==> src/rtl/aux_ctl_pkg.sv <==
// shared constants and types for the auxiliary-space flash host controller
package aux_ctl_pkg;
    // ----------------------------------------
    // software register map
    // ----------------------------------------
    localparam logic [3:0] REG_CMD = 4'h0;
    localparam logic [3:0] REG_ADDR = 4'h1;
    localparam logic [3:0] REG_DATA = 4'h2;
    localparam logic [3:0] REG_STATUS = 4'h3;
    localparam logic [3:0] REG_RDATA = 4'h4;
    localparam int ST_BUSY = 0;
    localparam int ST_ERR = 1;
    localparam int ST_OPEN = 2;
    localparam int ST_REM_LSB = 8;
    // ----------------------------------------
    // operation codes written to the command register
    // ----------------------------------------
    localparam logic [3:0] OP_WRITE = 4'h1;
    localparam logic [3:0] OP_READ = 4'h2;
    localparam logic [3:0] OP_STATUS = 4'h3;
    localparam logic [3:0] OP_RESET = 4'h4;
    localparam logic [3:0] OP_EXIT = 4'h5;
    localparam logic [3:0] OP_SEC_EXIT = 4'h6;
    localparam logic [3:0] OP_WORD_PROG = 4'h7;
    localparam logic [3:0] OP_BUF_START = 4'h8;
    localparam logic [3:0] OP_BUF_WORD = 4'h9;
    // ----------------------------------------
    // device command pairs
    // ----------------------------------------
    localparam logic [15:0] CMD_RESET = 16'h00f0;
    localparam logic [15:0] CMD_STATUS_READ = 16'h0070;
    localparam logic [15:0] CMD_UNLOCK1 = 16'h00aa;
    localparam logic [15:0] CMD_UNLOCK2 = 16'h0055;
    localparam logic [15:0] CMD_WORD_PROG = 16'h00a0;
    localparam logic [15:0] CMD_BUF_LOAD = 16'h0025;
    localparam logic [15:0] CMD_BUF_CONFIRM = 16'h0029;
    localparam logic [15:0] CMD_EXIT_ENTRY = 16'h0090;
    localparam logic [15:0] CMD_EXIT = 16'h0000;
    localparam logic [23:0] ADDR_UNLOCK1 = 24'h000555;
    localparam logic [23:0] ADDR_UNLOCK2 = 24'h0002aa;
    localparam logic [15:0] MAX_COUNT = 16'h0100;
    localparam int PAGE_LSB = 8;
    // ----------------------------------------
    // bus timing
    // ----------------------------------------
    localparam int CLOCK_NS = 20;
    localparam int WE_PULSE_NS = 35;
    localparam int READ_ACC_NS = 100;
    localparam int RECOVER_NS = 20;
    localparam int SYNC_STAGES = 2;
    localparam logic [3:0] WE_CYC = 4'((WE_PULSE_NS + CLOCK_NS - 1) / CLOCK_NS);
    localparam logic [3:0] RD_CYC = 4'((READ_ACC_NS + CLOCK_NS - 1) / CLOCK_NS + SYNC_STAGES);
    localparam logic [3:0] REC_CYC = 4'((RECOVER_NS + CLOCK_NS - 1) / CLOCK_NS);
    // ----------------------------------------
    // types
    // ----------------------------------------
    typedef struct packed {
        logic [23:0] addr;
        logic [15:0] data;
        logic rd;
        logic last;
    } bus_pair_type;
    typedef enum logic [1:0] {bus_idle, bus_drive, bus_strobe, bus_recover} bus_state_type;
endpackage

==> src/rtl/aux_space_host.sv <==
// host controller issuing auxiliary-space command sequences to a parallel flash
//
// Operation
// - in secure mode reads give secure data, F0h exits, and AAh at 555h starts the unlock.
// - the first unlock state needs 55h at 2AAh to reach the second, and F0h there exits to array read.
// - the second unlock state takes A0h at 555h, 25h at a sector or 90h at 555h, and F0h goes back to secure mode.
// - after buffer entry the count goes to the same sector, and a count above 256 or another sector aborts.
//
// Design decisions made here: the address-and-strobe port and the register addresses.
`timescale 1ns/1ns
module aux_space_host
(
    // clock and reset
    input wire logic clock,
    input wire logic srst,
    // software register port
    input wire logic [3:0] reg_addr,
    input wire logic [31:0] reg_wdata,
    input wire logic reg_write,
    input wire logic reg_read,
    output logic [31:0] reg_rdata,
    // flash pins
    output logic [23:0] flash_addr,
    output logic [15:0] dq_out,
    input wire logic [15:0] dq_in,
    output logic dq_oe_n,
    output logic ce_n,
    output logic oe_n,
    output logic we_n
);
    // ----------------------------------------
    // sequence table
    // ----------------------------------------
    function automatic aux_ctl_pkg::bus_pair_type step_pair(input logic [3:0] op, input logic [1:0] idx,
        input logic [23:0] addr, input logic [15:0] data, input logic [23:0] sa, input logic final_word);
        aux_ctl_pkg::bus_pair_type p;
        logic secure;
        p = '{addr: addr, data: data, rd: 1'b0, last: 1'b1};
        secure = (op == aux_ctl_pkg::OP_SEC_EXIT) || (op == aux_ctl_pkg::OP_WORD_PROG) ||
                 (op == aux_ctl_pkg::OP_BUF_START);
        if (secure && idx == 2'd0)
            p = '{addr: aux_ctl_pkg::ADDR_UNLOCK1, data: aux_ctl_pkg::CMD_UNLOCK1, rd: 1'b0, last: 1'b0};
        else if (secure && idx == 2'd1)
            p = '{addr: aux_ctl_pkg::ADDR_UNLOCK2, data: aux_ctl_pkg::CMD_UNLOCK2, rd: 1'b0, last: 1'b0};
        else if (op == aux_ctl_pkg::OP_READ)
            p.rd = 1'b1;
        else if (op == aux_ctl_pkg::OP_RESET)
            p.data = aux_ctl_pkg::CMD_RESET;
        else if (op == aux_ctl_pkg::OP_STATUS)
            p = (idx == 2'd0) ? '{addr: aux_ctl_pkg::ADDR_UNLOCK1, data: aux_ctl_pkg::CMD_STATUS_READ,
                                  rd: 1'b0, last: 1'b0} : '{addr: addr, data: data, rd: 1'b1, last: 1'b1};
        else if (op == aux_ctl_pkg::OP_EXIT)
            p = (idx == 2'd0) ? '{addr: aux_ctl_pkg::ADDR_UNLOCK1, data: aux_ctl_pkg::CMD_EXIT_ENTRY,
                                  rd: 1'b0, last: 1'b0} : '{addr: addr, data: aux_ctl_pkg::CMD_EXIT,
                                  rd: 1'b0, last: 1'b1};
        else if (op == aux_ctl_pkg::OP_SEC_EXIT)
            p = (idx == 2'd2) ? '{addr: aux_ctl_pkg::ADDR_UNLOCK1, data: aux_ctl_pkg::CMD_EXIT_ENTRY,
                                  rd: 1'b0, last: 1'b0} : '{addr: addr, data: aux_ctl_pkg::CMD_EXIT,
                                  rd: 1'b0, last: 1'b1};
        else if (op == aux_ctl_pkg::OP_WORD_PROG)
            p = (idx == 2'd2) ? '{addr: aux_ctl_pkg::ADDR_UNLOCK1, data: aux_ctl_pkg::CMD_WORD_PROG,
                                  rd: 1'b0, last: 1'b0} : '{addr: addr, data: data, rd: 1'b0, last: 1'b1};
        // buffer entry and count at one sector
        else if (op == aux_ctl_pkg::OP_BUF_START)
            p = (idx == 2'd2) ? '{addr: sa, data: aux_ctl_pkg::CMD_BUF_LOAD, rd: 1'b0, last: 1'b0} :
                                '{addr: sa, data: data, rd: 1'b0, last: 1'b1};
        else if (op == aux_ctl_pkg::OP_BUF_WORD)
            p = (idx == 2'd0) ? '{addr: addr, data: data, rd: 1'b0, last: !final_word} :
                                '{addr: sa, data: aux_ctl_pkg::CMD_BUF_CONFIRM, rd: 1'b0, last: 1'b1};
        return p;
    endfunction

    // ----------------------------------------
    // state
    // ----------------------------------------
    logic [23:0] addr_reg;
    logic [15:0] data_reg;
    logic [3:0] op;
    logic [1:0] step;
    logic busy;
    logic err;
    logic [15:0] rdata;
    logic [23:0] sa;
    logic [8:0] remaining;
    logic buf_open;
    logic final_word;
    logic [15:0] dq_meta;
    logic [15:0] dq_sync;
    aux_ctl_pkg::bus_state_type bus_st;
    logic [3:0] timer;

    // ----------------------------------------
    // command decode
    // ----------------------------------------
    wire aux_ctl_pkg::bus_pair_type cur = step_pair(op, step, addr_reg, data_reg, sa, final_word);
    wire cmd_wr = reg_write && (reg_addr == aux_ctl_pkg::REG_CMD);
    wire [3:0] new_op = reg_wdata[3:0];
    wire page_ok = addr_reg[23:aux_ctl_pkg::PAGE_LSB] == sa[23:aux_ctl_pkg::PAGE_LSB];
    wire count_bad = (new_op == aux_ctl_pkg::OP_BUF_START) && (data_reg > aux_ctl_pkg::MAX_COUNT);
    wire word_bad = (new_op == aux_ctl_pkg::OP_BUF_WORD) && (!buf_open || remaining == 9'h000 || !page_ok);
    wire refuse = cmd_wr && (busy || count_bad || word_bad);
    wire accept = cmd_wr && !refuse;
    wire step_done = (bus_st == aux_ctl_pkg::bus_recover) && (timer == 4'h0);
    wire err_clear = reg_write && (reg_addr == aux_ctl_pkg::REG_STATUS) && reg_wdata[aux_ctl_pkg::ST_ERR];
    wire [31:0] status_word = {15'h0000, remaining, 5'h00, buf_open, err, busy};
    wire [31:0] next_rdata = (reg_addr == aux_ctl_pkg::REG_ADDR) ? {8'h00, addr_reg} :
                             (reg_addr == aux_ctl_pkg::REG_DATA) ? {16'h0000, data_reg} :
                             (reg_addr == aux_ctl_pkg::REG_STATUS) ? status_word :
                             (reg_addr == aux_ctl_pkg::REG_RDATA) ? {16'h0000, rdata} : 32'h0000_0000;

    // ----------------------------------------
    // software registers
    // ----------------------------------------
    always_ff @(posedge clock)
    begin
        if (srst)
        begin
            addr_reg <= 24'h000000;
            data_reg <= 16'h0000;
            reg_rdata <= 32'h0000_0000;
            err <= 1'b0;
        end
        else
        begin
            if (reg_write && reg_addr == aux_ctl_pkg::REG_ADDR)
                addr_reg <= reg_wdata[23:0];
            if (reg_write && reg_addr == aux_ctl_pkg::REG_DATA)
                data_reg <= reg_wdata[15:0];
            reg_rdata <= reg_read ? next_rdata : 32'h0000_0000;
            // a refusal in the clearing cycle still stands
            err <= refuse || (err && !err_clear);
        end
    end

    // ----------------------------------------
    // buffer bookkeeping
    // ----------------------------------------
    always_ff @(posedge clock)
    begin
        if (srst)
        begin
            sa <= 24'h000000;
            remaining <= 9'h000;
            buf_open <= 1'b0;
            final_word <= 1'b0;
        end
        else if (accept && new_op == aux_ctl_pkg::OP_BUF_START)
        begin
            // count is words minus one, so one more word than written
            sa <= addr_reg;
            remaining <= data_reg[8:0] + 9'h001;
            buf_open <= 1'b1;
            final_word <= 1'b0;
        end
        else if (accept && new_op == aux_ctl_pkg::OP_BUF_WORD)
        begin
            remaining <= remaining - 9'h001;
            buf_open <= remaining != 9'h001;
            final_word <= remaining == 9'h001;
        end
        else if (accept)
            buf_open <= 1'b0;
    end

    // ----------------------------------------
    // pin input sync
    // ----------------------------------------
    always_ff @(posedge clock)
    begin
        dq_meta <= dq_in;
        dq_sync <= dq_meta;
    end

    // ----------------------------------------
    // bus cycle engine
    // ----------------------------------------
    always_ff @(posedge clock)
    begin
        if (srst)
        begin
            bus_st <= aux_ctl_pkg::bus_idle;
            op <= 4'h0;
            step <= 2'd0;
            busy <= 1'b0;
            timer <= 4'h0;
            rdata <= 16'h0000;
            flash_addr <= 24'h000000;
            dq_out <= 16'h0000;
            dq_oe_n <= 1'b1;
            ce_n <= 1'b1;
            oe_n <= 1'b1;
            we_n <= 1'b1;
        end
        else
        begin
            case (bus_st)
                aux_ctl_pkg::bus_idle:
                begin
                    if (accept)
                    begin
                        op <= new_op;
                        step <= 2'd0;
                        busy <= 1'b1;
                        bus_st <= aux_ctl_pkg::bus_drive;
                    end
                end
                aux_ctl_pkg::bus_drive:
                begin
                    flash_addr <= cur.addr;
                    dq_out <= cur.data;
                    dq_oe_n <= cur.rd;
                    ce_n <= 1'b0;
                    we_n <= cur.rd;
                    oe_n <= !cur.rd;
                    timer <= cur.rd ? aux_ctl_pkg::RD_CYC - 4'h1 : aux_ctl_pkg::WE_CYC - 4'h1;
                    bus_st <= aux_ctl_pkg::bus_strobe;
                end
                aux_ctl_pkg::bus_strobe:
                begin
                    if (timer == 4'h0)
                    begin
                        // the read word has passed the sync stages by now
                        if (cur.rd)
                            rdata <= dq_sync;
                        we_n <= 1'b1;
                        oe_n <= 1'b1;
                        timer <= aux_ctl_pkg::REC_CYC - 4'h1;
                        bus_st <= aux_ctl_pkg::bus_recover;
                    end
                    else
                        timer <= timer - 4'h1;
                end
                aux_ctl_pkg::bus_recover:
                begin
                    dq_oe_n <= 1'b1;
                    if (timer != 4'h0)
                        timer <= timer - 4'h1;
                    else if (cur.last)
                    begin
                        ce_n <= 1'b1;
                        busy <= 1'b0;
                        bus_st <= aux_ctl_pkg::bus_idle;
                    end
                    else
                    begin
                        step <= step + 2'd1;
                        bus_st <= aux_ctl_pkg::bus_drive;
                    end
                end
                default:
                    bus_st <= aux_ctl_pkg::bus_idle;
            endcase
        end
    end

    // ----------------------------------------
    // checks
    // ----------------------------------------
    wire wr_issue = (bus_st == aux_ctl_pkg::bus_drive) && !cur.rd;
    wire sec_op = (op == aux_ctl_pkg::OP_SEC_EXIT) || (op == aux_ctl_pkg::OP_WORD_PROG) ||
                  (op == aux_ctl_pkg::OP_BUF_START);

    property p_unlock_first;
        @(posedge clock) disable iff (srst)
        wr_issue && sec_op && step == 2'd0 |=> flash_addr == 24'h000555 && dq_out == 16'h00aa && !dq_oe_n;
    endproperty
    a_unlock_first: assert property (p_unlock_first) else $error("first unlock pair wrong");

    property p_unlock_second;
        @(posedge clock) disable iff (srst)
        wr_issue && sec_op && step == 2'd1 |=> flash_addr == 24'h0002aa && dq_out == 16'h0055;
    endproperty
    a_unlock_second: assert property (p_unlock_second) else $error("second unlock pair wrong");

    property p_we_pulse;
        @(posedge clock) disable iff (srst)
        $fell(we_n) |-> !we_n [*2] ##1 we_n;
    endproperty
    a_we_pulse: assert property (p_we_pulse) else $error("write pulse length wrong");

    property p_prog_entry;
        @(posedge clock) disable iff (srst)
        wr_issue && op == aux_ctl_pkg::OP_WORD_PROG && step == 2'd2 |=> flash_addr == 24'h000555 &&
            dq_out == 16'h00a0 ##1 !we_n;
    endproperty
    a_prog_entry: assert property (p_prog_entry) else $error("word program entry wrong");

    property p_count_sector;
        @(posedge clock) disable iff (srst)
        wr_issue && op == aux_ctl_pkg::OP_BUF_START && step == 2'd3 |=> flash_addr == sa &&
            dq_out <= 16'h0100 && $past(step) == 2'd3;
    endproperty
    a_count_sector: assert property (p_count_sector) else $error("buffer count pair wrong");

    property p_page;
        @(posedge clock) disable iff (srst)
        wr_issue && op == aux_ctl_pkg::OP_BUF_WORD && step == 2'd0 |=>
            flash_addr[23:8] == sa[23:8] ##[1:8] we_n;
    endproperty
    a_page: assert property (p_page) else $error("buffer word outside page");

    property p_exit;
        @(posedge clock) disable iff (srst)
        wr_issue && op == aux_ctl_pkg::OP_EXIT && step == 2'd1 |=> dq_out == 16'h0000 ##[1:8] !busy;
    endproperty
    a_exit: assert property (p_exit) else $error("exit sequence wrong");
endmodule

==> config.mk <==
export PLATFORM = sky130hd
export DESIGN_NAME = aux_space_host
export DESIGN_NICKNAME = d
export VERILOG_FILES = /design/src/rtl/aux_ctl_pkg.sv /design/src/rtl/aux_space_host.sv
export SDC_FILE = /design/constraint.sdc
export NUM_CORES = 1
export LEC_CHECK = 0
export BUFFER_PORTS_ARGS = -buffer_cell sky130_fd_sc_hd__buf_2
export CORE_AREA = 2 2 135 137
export DETAILED_ROUTE_END_ITERATION = 8
export DIE_AREA = 0 0 137 139
export PLACE_DENSITY = 0.74
export SLEW_MARGIN = 30
export SYNTH_ARGS = -nofsm -noshare
export SYNTH_HDL_FRONTEND = slang
export SYNTH_SLANG_ARGS = --single-unit
==> constraint.sdc <==
create_clock -name clock -period 2.3 [get_ports clock]
set_clock_uncertainty 0.1 [all_clocks]
set_input_delay 0.23 -clock clock [delete_from_list [all_inputs] [get_ports clock]]
set_output_delay 0.23 -clock clock [all_outputs]
set_load 0.05 [all_outputs]
==> metrics, run 1 <==
H-tree depth=1; period utilization=106%; Synth cell types=65; Seq/Total Area, Yosys=46.7%; family with the most delay on the worst path=simple AND/OR/NAND/NOR gates; vias in the first global route=7948; Buffers on Ports=115; Yosys reg bits=205; # setup viols final=a little over 40; Antenna diodes=0; Critical R2R Launch=data_reg[0]; via count=8584; WP data required=2.65 ns; filler cell count=1461; startpoint types=flop; Critical Path Source=data_reg[0]; fin. max-slew vios=0; P_int=5960 uW; Die Ht=139 um; CTS clk-pin slew, worst paths=roughly 0.07 ns; EDFF count, synth=0; I/O pins=132; CTS tree=done; total gr overflow=0; Post-Syn Area=0.00879 mm^2; largest net degree at the start of global routing=about 140; Top FF cell, synth=dfxtp_1; drc violations=0; crit path cell chain=inv_2, ha_4, or4b_4, o41ai_4, nand3_2, buf_6, o31ai_4, nand2_4, or4_4, a41oi_2; LEAKAGE=0.00463 uW; violations in the final reports=negative setup slack; Site Rows=49; Post-Route WL=26900 um; worst r2r dst=remaining[7]; hpwl dp=18400 um; Max-Cap Viols=0; initial antenna violation count=0; Clk Latency, worst-skew pair=0.52 ns; TritonCTS buffer count=22; first-pass GRT wire length=41500 um; Comb pwr share=6.4%; final critical-path setup slack=-0.131 ns; PD cells=approximately 680 mW/mm^2; Max clock buf depth=3; flop2flop setup slack=-0.13 ns; Clock power frac=about 47%; layout net count=1356; clock period minus worst slack=2.43 ns; Core ar.=~0.018 mm^2; DIE WIDTH=137 um; Psw=1810 uW; peak fanout along the critical path=4; Max Freq=411 MHz; slew margin rel.=between 50% and 60%; vias per cell=~5.6; WP data arrival=about 2.8 ns; Switching Share=between 20% and 30%; RSZ-0062 raised after global routing=true; Hold Vio Cnt, Final=0; gp weighted congestion=just over 0.9; Mean Syn Cell Area=between 8 and 9 um^2; WP depth=10; Post-Synthesis Cells=1081; CTS root buffer=clkbuf_16; crit path capture type=flop; First-pass DRT Iterations=7; top cell type's share of synthesized area=46.7%; most frequent cells after synthesis=nand2_1 (233), dfxtp_1 (205), a21oi_1 (136), nor2_1 (91), clkbuf_1 (59); end of the critical path=remaining[7]; Least-Margin Pin Slew=0.684 ns; Initial Utilization=49.8%; Reg area=0.00411 mm^2; Buf/Inv on CP=2; post-route ant nets=0; routed len/inst=17.6 um; synth warn=0; Placed Cells=between 1000 and 1500; DIE AREA=0.0190 mm^2; worst hold-check slack=0.0127 ns; R2R cell count=10; WS Path Type=reg -> reg; top-count cell post-synth=nand2_1; CP max stage delay=0.47 ns; gr usage total=a little over a quarter; DR iter-0 viols=880; hold crit path type=in -> reg; Max stage delay cell, worst path=or4b_4; share of cells above drive strength 1=between 20 and 25%; worst vdd ir=860 uV; Yosys top cell by area=dfxtp_1; TritonCTS Sinks=205; post-synthesis async set-or-reset flop share=0%; largest cells by area after synthesis=dfxtp_1 (47%), nand2_1 (10%), a21oi_1 (7.7%), nor2_1 (3.9%), a22oi_1 (2.9%); Area growth syn-to-layout=29.8%; outcome=finished, violations left; Flop pwr share=46.7%; final cell count without fillers=approximately 1500; area of the multi-input gates=0.00434 mm^2
[power groups by stage]
stage	Sequential, uW	Clock, uW	Combinational, uW
6_report	3630	3650	498
2_1_floorplan	3730	0	230
3_3_place_gp	3700	0	415
4_1_cts	3630	3670	477
3_5_place_dp	3700	0	420
5_1_grt	3630	3840	530
[cells by family (layout without fill, tap and decap cells)]
kind of cell	after synthesis	in the layout	synth area share (%)
buffers and inverters	99	313	5.13
XOR/XNOR	28	28	2.79
multiplexers	8	8	0.926
other	1	8	0.0427
flip-flops	205	205	46.7
AO/OA/AOI/OAI	292	292	20.6
AND/OR/NAND/NOR	434	434	21.8
adder cells (fa/ha/maj)	14	14	1.99
[how the worst min path moves through the flow]
| stage | startpoint | to | slack (ns) | cells after the start |
|---|---|---|---|---|
| finish | srst | reg_rdata[1] | 0.01 | 3 |
| global route | srst | reg_rdata[1] | 0.009 | 3 |
| CTS | srst | reg_rdata[1] | 0.0005 | 3 |
| detailed placement | dq_meta[4] | dq_sync[4] | 0.21 | 0 |
| global placement | dq_meta[12] | dq_sync[12] | 0.21 | 0 |
| floorplan | dq_in[0] | dq_meta[0] | 0.16 | 0 |
[layout make-up]
cell class / instances / share of cell area (%)
multi-input cells: 784 / 38.0
repair buffers: 255 / 16.2
flip-flops and latches: 205 / 36.0
well taps: 229 / 2.51
clock buffers: 31 / 5.56
inverters: 18 / 0.592
clock inverters: 9 / 1.06
[metrics by stage]
step / total power (uW) / cell area [um^2] / util [%] / setup WS [ns] / TNS, ns
after CTS: 7780 / 11300 / 64.0 / -0.119 / -1.56
after global placement: 4120 / 10100 / 57.1 / -0.0744 / -1.54
final: 7770 / 11400 / 64.6 / -0.131 / -2.14
after floorplan: 3960 / 8820 / - / -0.0793 / -1.62
after global routing: 7990 / 11400 / 64.6 / -0.215 / -5.73
after detailed placement: 4120 / 10100 / 57.1 / -0.142 / -3.57
[repair_timing]
| item | CTS | global route |
|---|---|---|
| hold buffers | 40 | 0 |
| endpoints found under the hold margin | 58 | 0 |
| pin swaps | 6 | 7 |
| buffers inserted | 2 | 5 |
| setup endpoints to repair | 41 | 58 |
| gates resized for setup | 12 | 21 |
[per-layer routing]
metal  global-route usage [%]  up-vias  part of all wire [%]  wire, um
li1                         -     4125                     -         -
met2                     45.6      367                    48     12800
met1                     36.9     4041                    43     11500
met3                     4.17       51                   7.4      2000
met5                        0        -                     0         0
met4                     6.84        0                   2.2       580
[worst reg2reg max path: cells and delay by family, from the launching register on]
kind	cells	cell delay, ns
adders and majority gates	1	0.12
DFF	1	0.32
buffers and inverters	2	0.22
and+or+nand+nor	4	1.11
AOI/OAI and AO/OA	3	0.49
[placed cells by master, fill, tap and decap left out, types with 12 or more instances in the layout]
| cell | instances |
|---|---|
| a211oi_1 | 16 |
| a21oi_1 | 134 |
| a22oi_1 | 33 |
| buf_2 | 114 |
| buf_4 | 86 |
| clkbuf_16 | 22 |
| dfxtp_1 | 203 |
| dlygate4sd3_1 | 40 |
| ha_1 | 12 |
| inv_1 | 16 |
| nand2_1 | 231 |
| nand2b_1 | 17 |
| nand3_1 | 20 |
| nor2_1 | 90 |
| nor3_1 | 17 |
| o21ai_0 | 41 |
| xor2_1 | 17 |
No activity file was read; power rests on OpenSTA's default activity.
==> inputs of run 2 (changes only) <==
Settings changed: CORE_AREA 2 2 135 137 to 2 2 150 123, DIE_AREA 0 0 137 139 to 0 0 152 125, HOLD_SLACK_MARGIN set to 0.06, PLACE_DENSITY 0.74 to 0.75.
==> run 2 against run 1 <==
The flow still finishes with violations (negative setup slack). Combinational power about the same. Sequential cell count unchanged. Die area down 0.23%. First-iteration DRC count down 3.9%. Worst hold slack better by 0.11 ns. Cell count about the same. Cell area down 0.61%. Largest power group is now sequential cells. Global-route usage up 0.27 points.
==> metrics, run 2 (synthesized netlist as in run 1, its figures left out) <==
fin. max-slew vios=0; period utilization=110%; layout net count=roughly 1400; filler cell count=1441; Area growth syn-to-layout=29.0%; drc violations=0; Initial Utilization=49.7%; Finished Core Util=around 64%; initial antenna violation count=1; total gr overflow=0; hold crit path type=in -> reg; Post-Route WL=~27000 um; Reg area=0.00411 mm^2; RSZ-0062 raised after global routing=true; DIE AREA=0.0190 mm^2; Buffers on Ports=115; final critical-path setup slack=-0.220 ns; Most Crowded Layer GR=met2; Hold Vio Cnt, Final=0; DIE WIDTH=152 um; routed len/inst=17.7 um; WP data required=roughly 2.6 ns; WP data arrival=2.86 ns; H-tree depth=1; peak fanout along the critical path=4; CTS root buffer=clkbuf_16; vias per cell=around 5.6; Placed Cells=1445; share of cells above drive strength 1=21.4%; via count=8630; PD cells=roughly 660 mW/mm^2; met2 Usage GRT=42.6%; Hold Startpoint=reg_addr[2]; Finished Cell Area=around 0.011 mm^2; first-pass GRT wire length=43000 um; Least-Margin Pin Slew=0.715 ns; grt met3 use=5.65%; Max Freq=397 MHz; # setup viols final=45; final cell count without fillers=1532; Critical Path Source=data_reg[0]; violations in the final reports=negative setup slack; Site Rows=44; Pwr Total=roughly 7500 uW; CTS clk-pin slew, worst paths=0.07 ns; commonest non-fill, non-tap cell in the layout=nand2_1; outcome=finished, violations left; First-pass DRT Iterations=6; area of the multi-input gates=0.00431 mm^2; Antenna diodes=0; gr usage total=27.6%; gp weighted congestion=0.926; TritonCTS buffer count=21; worst vdd ir=662 uV; WS Path Type=reg -> reg; TritonCTS Sinks=205; Die Ht=125 um; startpoint types=flop; I/O pins=between 100 and 150; Final TNS setup=-6.64 ns; Clk Latency, worst-skew pair=~0.51 ns; Core ar.=between 0.015 and 0.02 mm^2; slew margin rel.=52.3%; Max clock buf depth=3; Critical R2R Launch=data_reg[0]; dpl cell area=a little over 0.01 mm^2; post-route ant nets=0; vias in the first global route=between 8000 and 9000; largest net degree at the start of global routing=68; CTS tree=done; DR iter-0 viols=846; Max-Cap Viols=0; hpwl dp=18700 um; LEAKAGE=0.00461 uW; crit path capture type=flop; met1 Use GR=39.3%; most frequent cells in the layout=nand2_1 (231), dfxtp_1 (203), a21oi_1 (134), buf_2 (114), buf_4 (89); clock period minus worst slack=2.52 ns
-- run 2: cell count changes in the layout (fill, tap and decap cells not counted), sizes merged --
| cell | delta |
|---|---|
| inv | +2 |
| dlygate4sd3 | +2 |
| buf | +2 |
| clkinvlp | -1 |
| clkbuf | -4 |
| bufinv | -1 |
-- run 2: cell type report --
class	instances	area share [%]
clock buffer	27	5.19
clock inverter	9	0.762
inverter	18	0.596
multi-input combinational	784	38.1
sequential	205	36.2
tap	230	2.54
timing repair buffer	259	16.6
-- run 2: layer usage --
metal	share of wire, %	vias up	wire [um]
li1	-	4133	-
met1	44	4048	11900
met2	45	393	12100
met3	8.9	54	2420
met4	2.2	2	609
met5	0.055	-	15
-- run 2: repair_timing --
item | CTS | global route
endpoints found under the hold margin | 74 | 14
cloned | 2 | 0
setup buffers | 5 | 3
setup endpoints to repair | 50 | 59
pin swaps | 4 | 7
hold buffers | 41 | 1
resized for setup | 12 | 16
-- run 2: per-stage QoR --
stage / worst slack, ns / hold slack (ns)
6_report: -0.220 / 0.121
5_1_grt: -0.322 / 0.123
4_1_cts: -0.199 / -0.0600
3_5_place_dp: -0.207 / 0.213
3_3_place_gp: -0.122 / 0.210
2_1_floorplan: -0.0793 / 0.158
-- run 2: power breakdown --
part | total (uW) | switching, uW | internal (uW)
registers | 3630 | 25.3 | 3600
logic | 496 | 307 | 189
clock network | 3370 | 1440 | 1930
total | 7500 | 1780 | 5720
-- run 2: worst paths after layout --
check	depth (start not counted)	endpoint	slack, ns
max reg2reg	10	remaining[7]	-0.22
min	5	err	0.12
min reg2reg	0	dq_sync[2]	0.23
max	10	remaining[7]	-0.22
-- run 2: critical path, cell delays in order (launching register included) --
cell and delay [ns]:
dfxtp_2 0.32, inv_2 0.05, ha_1 0.12, or4b_4 0.46, o41ai_4 0.25, nand3_2 0.18, buf_6 0.16, o31ai_4 0.06
nand2_4 0.10, or4_4 0.52, a41oi_2 0.13
==> inputs of run 3 (changes only) <==
--- a/config.mk
+++ b/config.mk
@@ -8,5 +8,6 @@
 export BUFFER_PORTS_ARGS = -buffer_cell sky130_fd_sc_hd__buf_2
-export CORE_AREA = 2 2 150 123
+export CORE_AREA = 8 8 156 129
 export DETAILED_ROUTE_END_ITERATION = 8
-export DIE_AREA = 0 0 152 125
+export DIE_AREA = 0 0 164 137
+export GPL_TIMING_DRIVEN = 0
 export HOLD_SLACK_MARGIN = 0.06
==> constraint.sdc (replaced) <==
create_clock -name clock -period 2.3 [get_ports clock]
set_clock_uncertainty 0.1 [all_clocks]
set_input_delay 0.115 -clock clock [delete_from_list [all_inputs] [get_ports clock]]
set_output_delay 0.115 -clock clock [all_outputs]
set_load 0.05 [all_outputs]
==> run 3 against run 2 <==
The run still ends with negative setup slack left. Non-clock buffer count up 2. Sequential power hardly changed. Setup slack worse by 0.19 ns. Combinational power grew 3%. Die area rose by 18%. Critical path type unchanged. Largest cell class unchanged. Largest power group unchanged. Highest routed layer unchanged.
==> metrics, run 3 (synthesized netlist as in run 1, its figures left out) <==
outcome=finished, violations left; violations in the final reports=negative setup slack; Hold Vio Cnt, Final=0; Clk Latency, worst-skew pair=0.51 ns; Max-Cap Viols=0; WP data arrival=2.96 ns; Switching Share=23.4%; DIE WIDTH=164 um; DIE AREA=around 0.022 mm^2; dpl cell area=0.00968 mm^2; via count=8762; Hold Startpoint=dq_in[9]; largest net degree at the start of global routing=15; startpoint types=flop; Flop pwr share=47.1%; CTS root buffer=clkbuf_16; most frequent cells in the layout=nand2_1 (208), dfxtp_1 (195), buf_2 (117), a21oi_1 (116), nor2_1 (87); fin. max-slew vios=0; hpwl dp=20300 um; gr usage total=24.7%; vias per cell=5.71; filler cell count=approximately 1500; Post-Route WL=29400 um; crit path capture type=flop; final critical-path setup slack=-0.406 ns; R2R cell count=10; worst hold-check slack=approximately 0.14 ns; layout net count=roughly 1400; CTS tree=done; DR iter-0 viols=around 900; CTS clk-pin slew, worst paths=0.06 ns; Antenna diodes=0; Finished Cell Area=0.0116 mm^2; commonest non-fill, non-tap cell in the layout=nand2_1; First-pass DRT Iterations=7; vias in the first global route=around 8200; post-route ant nets=0; clock period minus worst slack=2.71 ns; peak fanout along the critical path=8; Placed Cells=1431; Site Rows=44; # setup viols final=45; I/O pins=132; share of cells above drive strength 1=23.5%; first-pass GRT wire length=44000 um; Critical R2R Launch=data_reg[0]; worst r2r dst=sa[20]; TritonCTS buffer count=21; total gr overflow=0; hold crit path type=in -> reg; final cell count without fillers=around 1500; Hold Crit Endpoint=dq_meta[9]; P_int=5910 uW; TritonCTS Sinks=205; Die Ht=137 um; Comb pwr share=around 6.6%; Hold Crit Depth=2; drc violations=0; WP data required=2.56 ns; Psw=1800 uW; initial antenna violation count=1; H-tree depth=1; gp weighted congestion=0.938; Buffers on Ports=113; period utilization=118%; Reg area=between 0.004 and 0.005 mm^2; Max clock buf depth=3; PD cells=667 mW/mm^2; Least-Margin Pin Slew=0.956 ns; slew margin rel.=36.2%; RSZ-0062 raised after global routing=true; routed len/inst=19.2 um; LEAKAGE=about 0.0045 uW; Clock power frac=46.2%; worst vdd ir=585 uV; Initial Utilization=49.7%; flop2flop setup slack=-0.41 ns; area of the multi-input gates=approximately 0.0047 mm^2; Area growth syn-to-layout=31.6%; WS Path Type=reg -> reg; Max Freq=between 300 and 400 MHz; Core ar.=roughly 0.018 mm^2
run 3: cell count changes in the layout (fill, tap and decap cells not counted), sizes merged:
cell         before  now
inv              21   19
bufinv            1    3
clkinvlp          2    1
clkinv            3    5
clkbuf           27   81
dlygate4sd3      42   46
buf             217  161
run 3: cell type report:
| type | count | area share (%) |
|---|---|---|
| clock inverters | 10 | 1.20 |
| flip-flops and latches | 205 | 35.6 |
| clock buffers | 27 | 5.00 |
| inverters | 18 | 0.606 |
| repair buffers | 189 | 11.2 |
| multi-input cells | 784 | 40.2 |
| plain buffers | 72 | 3.58 |
| well taps | 230 | 2.49 |
run 3: what timing repair did:
item                                   in CTS  in global routing
cloned                                      2                  1
pin swaps                                  27                 18
buffers inserted                           18                 10
resized for setup                          78                 72
endpoints found under the hold margin      75                  0
setup endpoints to repair                 103                 93
hold buffers                               46                  0
run 3: how the worst max path moves through the flow:
| stage | from | to | slack (ns) | cells past startpoint |
|---|---|---|---|---|
| 5_1_grt | data_reg[0] | sa[20] | -0.46 | 10 |
| 3_5_place_dp | data_reg[0] | sa[5] | -0.54 | 10 |
| 3_3_place_gp | data_reg[0] | sa[20] | -0.52 | 10 |
| 2_1_floorplan | data_reg[0] | sa[10] | -0.08 | 10 |
| 4_1_cts | data_reg[0] | sa[5] | -0.33 | 10 |
| 6_report | data_reg[0] | sa[20] | -0.41 | 10 |
run 3: worst max-delay path, stage by stage (launching register included):
cell	delay, ns
dfxtp_4	0.36
inv_4	0.06
ha_4	0.11
or4b_4	0.46
o41ai_4	0.33
nand3_4	0.19
or4_4	0.48
buf_8	0.17
clkbuf_16	0.17
nand2_2	0.07
a21oi_2	0.05
run 3: power groups by stage:
| stage | combinational (uW) | sequential (uW) | clock (uW) |
|---|---|---|---|
| after floorplan | 230 | 3730 | 0 |
| after global placement | 400 | 3710 | 0 |
| after detailed placement | 404 | 3710 | 0 |
| after CTS | 480 | 3630 | 3570 |
| after global routing | 542 | 3630 | 3700 |
| final | 511 | 3630 | 3560 |
run 3: stage by stage:
step / setup TNS (ns) / total power (uW) / util (%) / setup slack (ns)
5_1_grt: -15.58 / 7880 / 65.4 / -0.464
4_1_cts: -9.64 / 7670 / 63.5 / -0.333
3_3_place_gp: -36.88 / 4110 / 54.7 / -0.522
2_1_floorplan: -1.62 / 3960 / - / -0.0793
6_report: -12.56 / 7710 / 65.4 / -0.406
3_5_place_dp: -33.24 / 4110 / 54.8 / -0.538
run 3: layer usage:
metal / vias up / wire [um] / track usage (%)
met4: 2 / 929 / 8.47
met5: - / 13 / 0
met1: 4088 / 12400 / 32.3
met3: 94 / 2830 / 5.98
li1: 4133 / - / -
met2: 445 / 13300 / 39.2
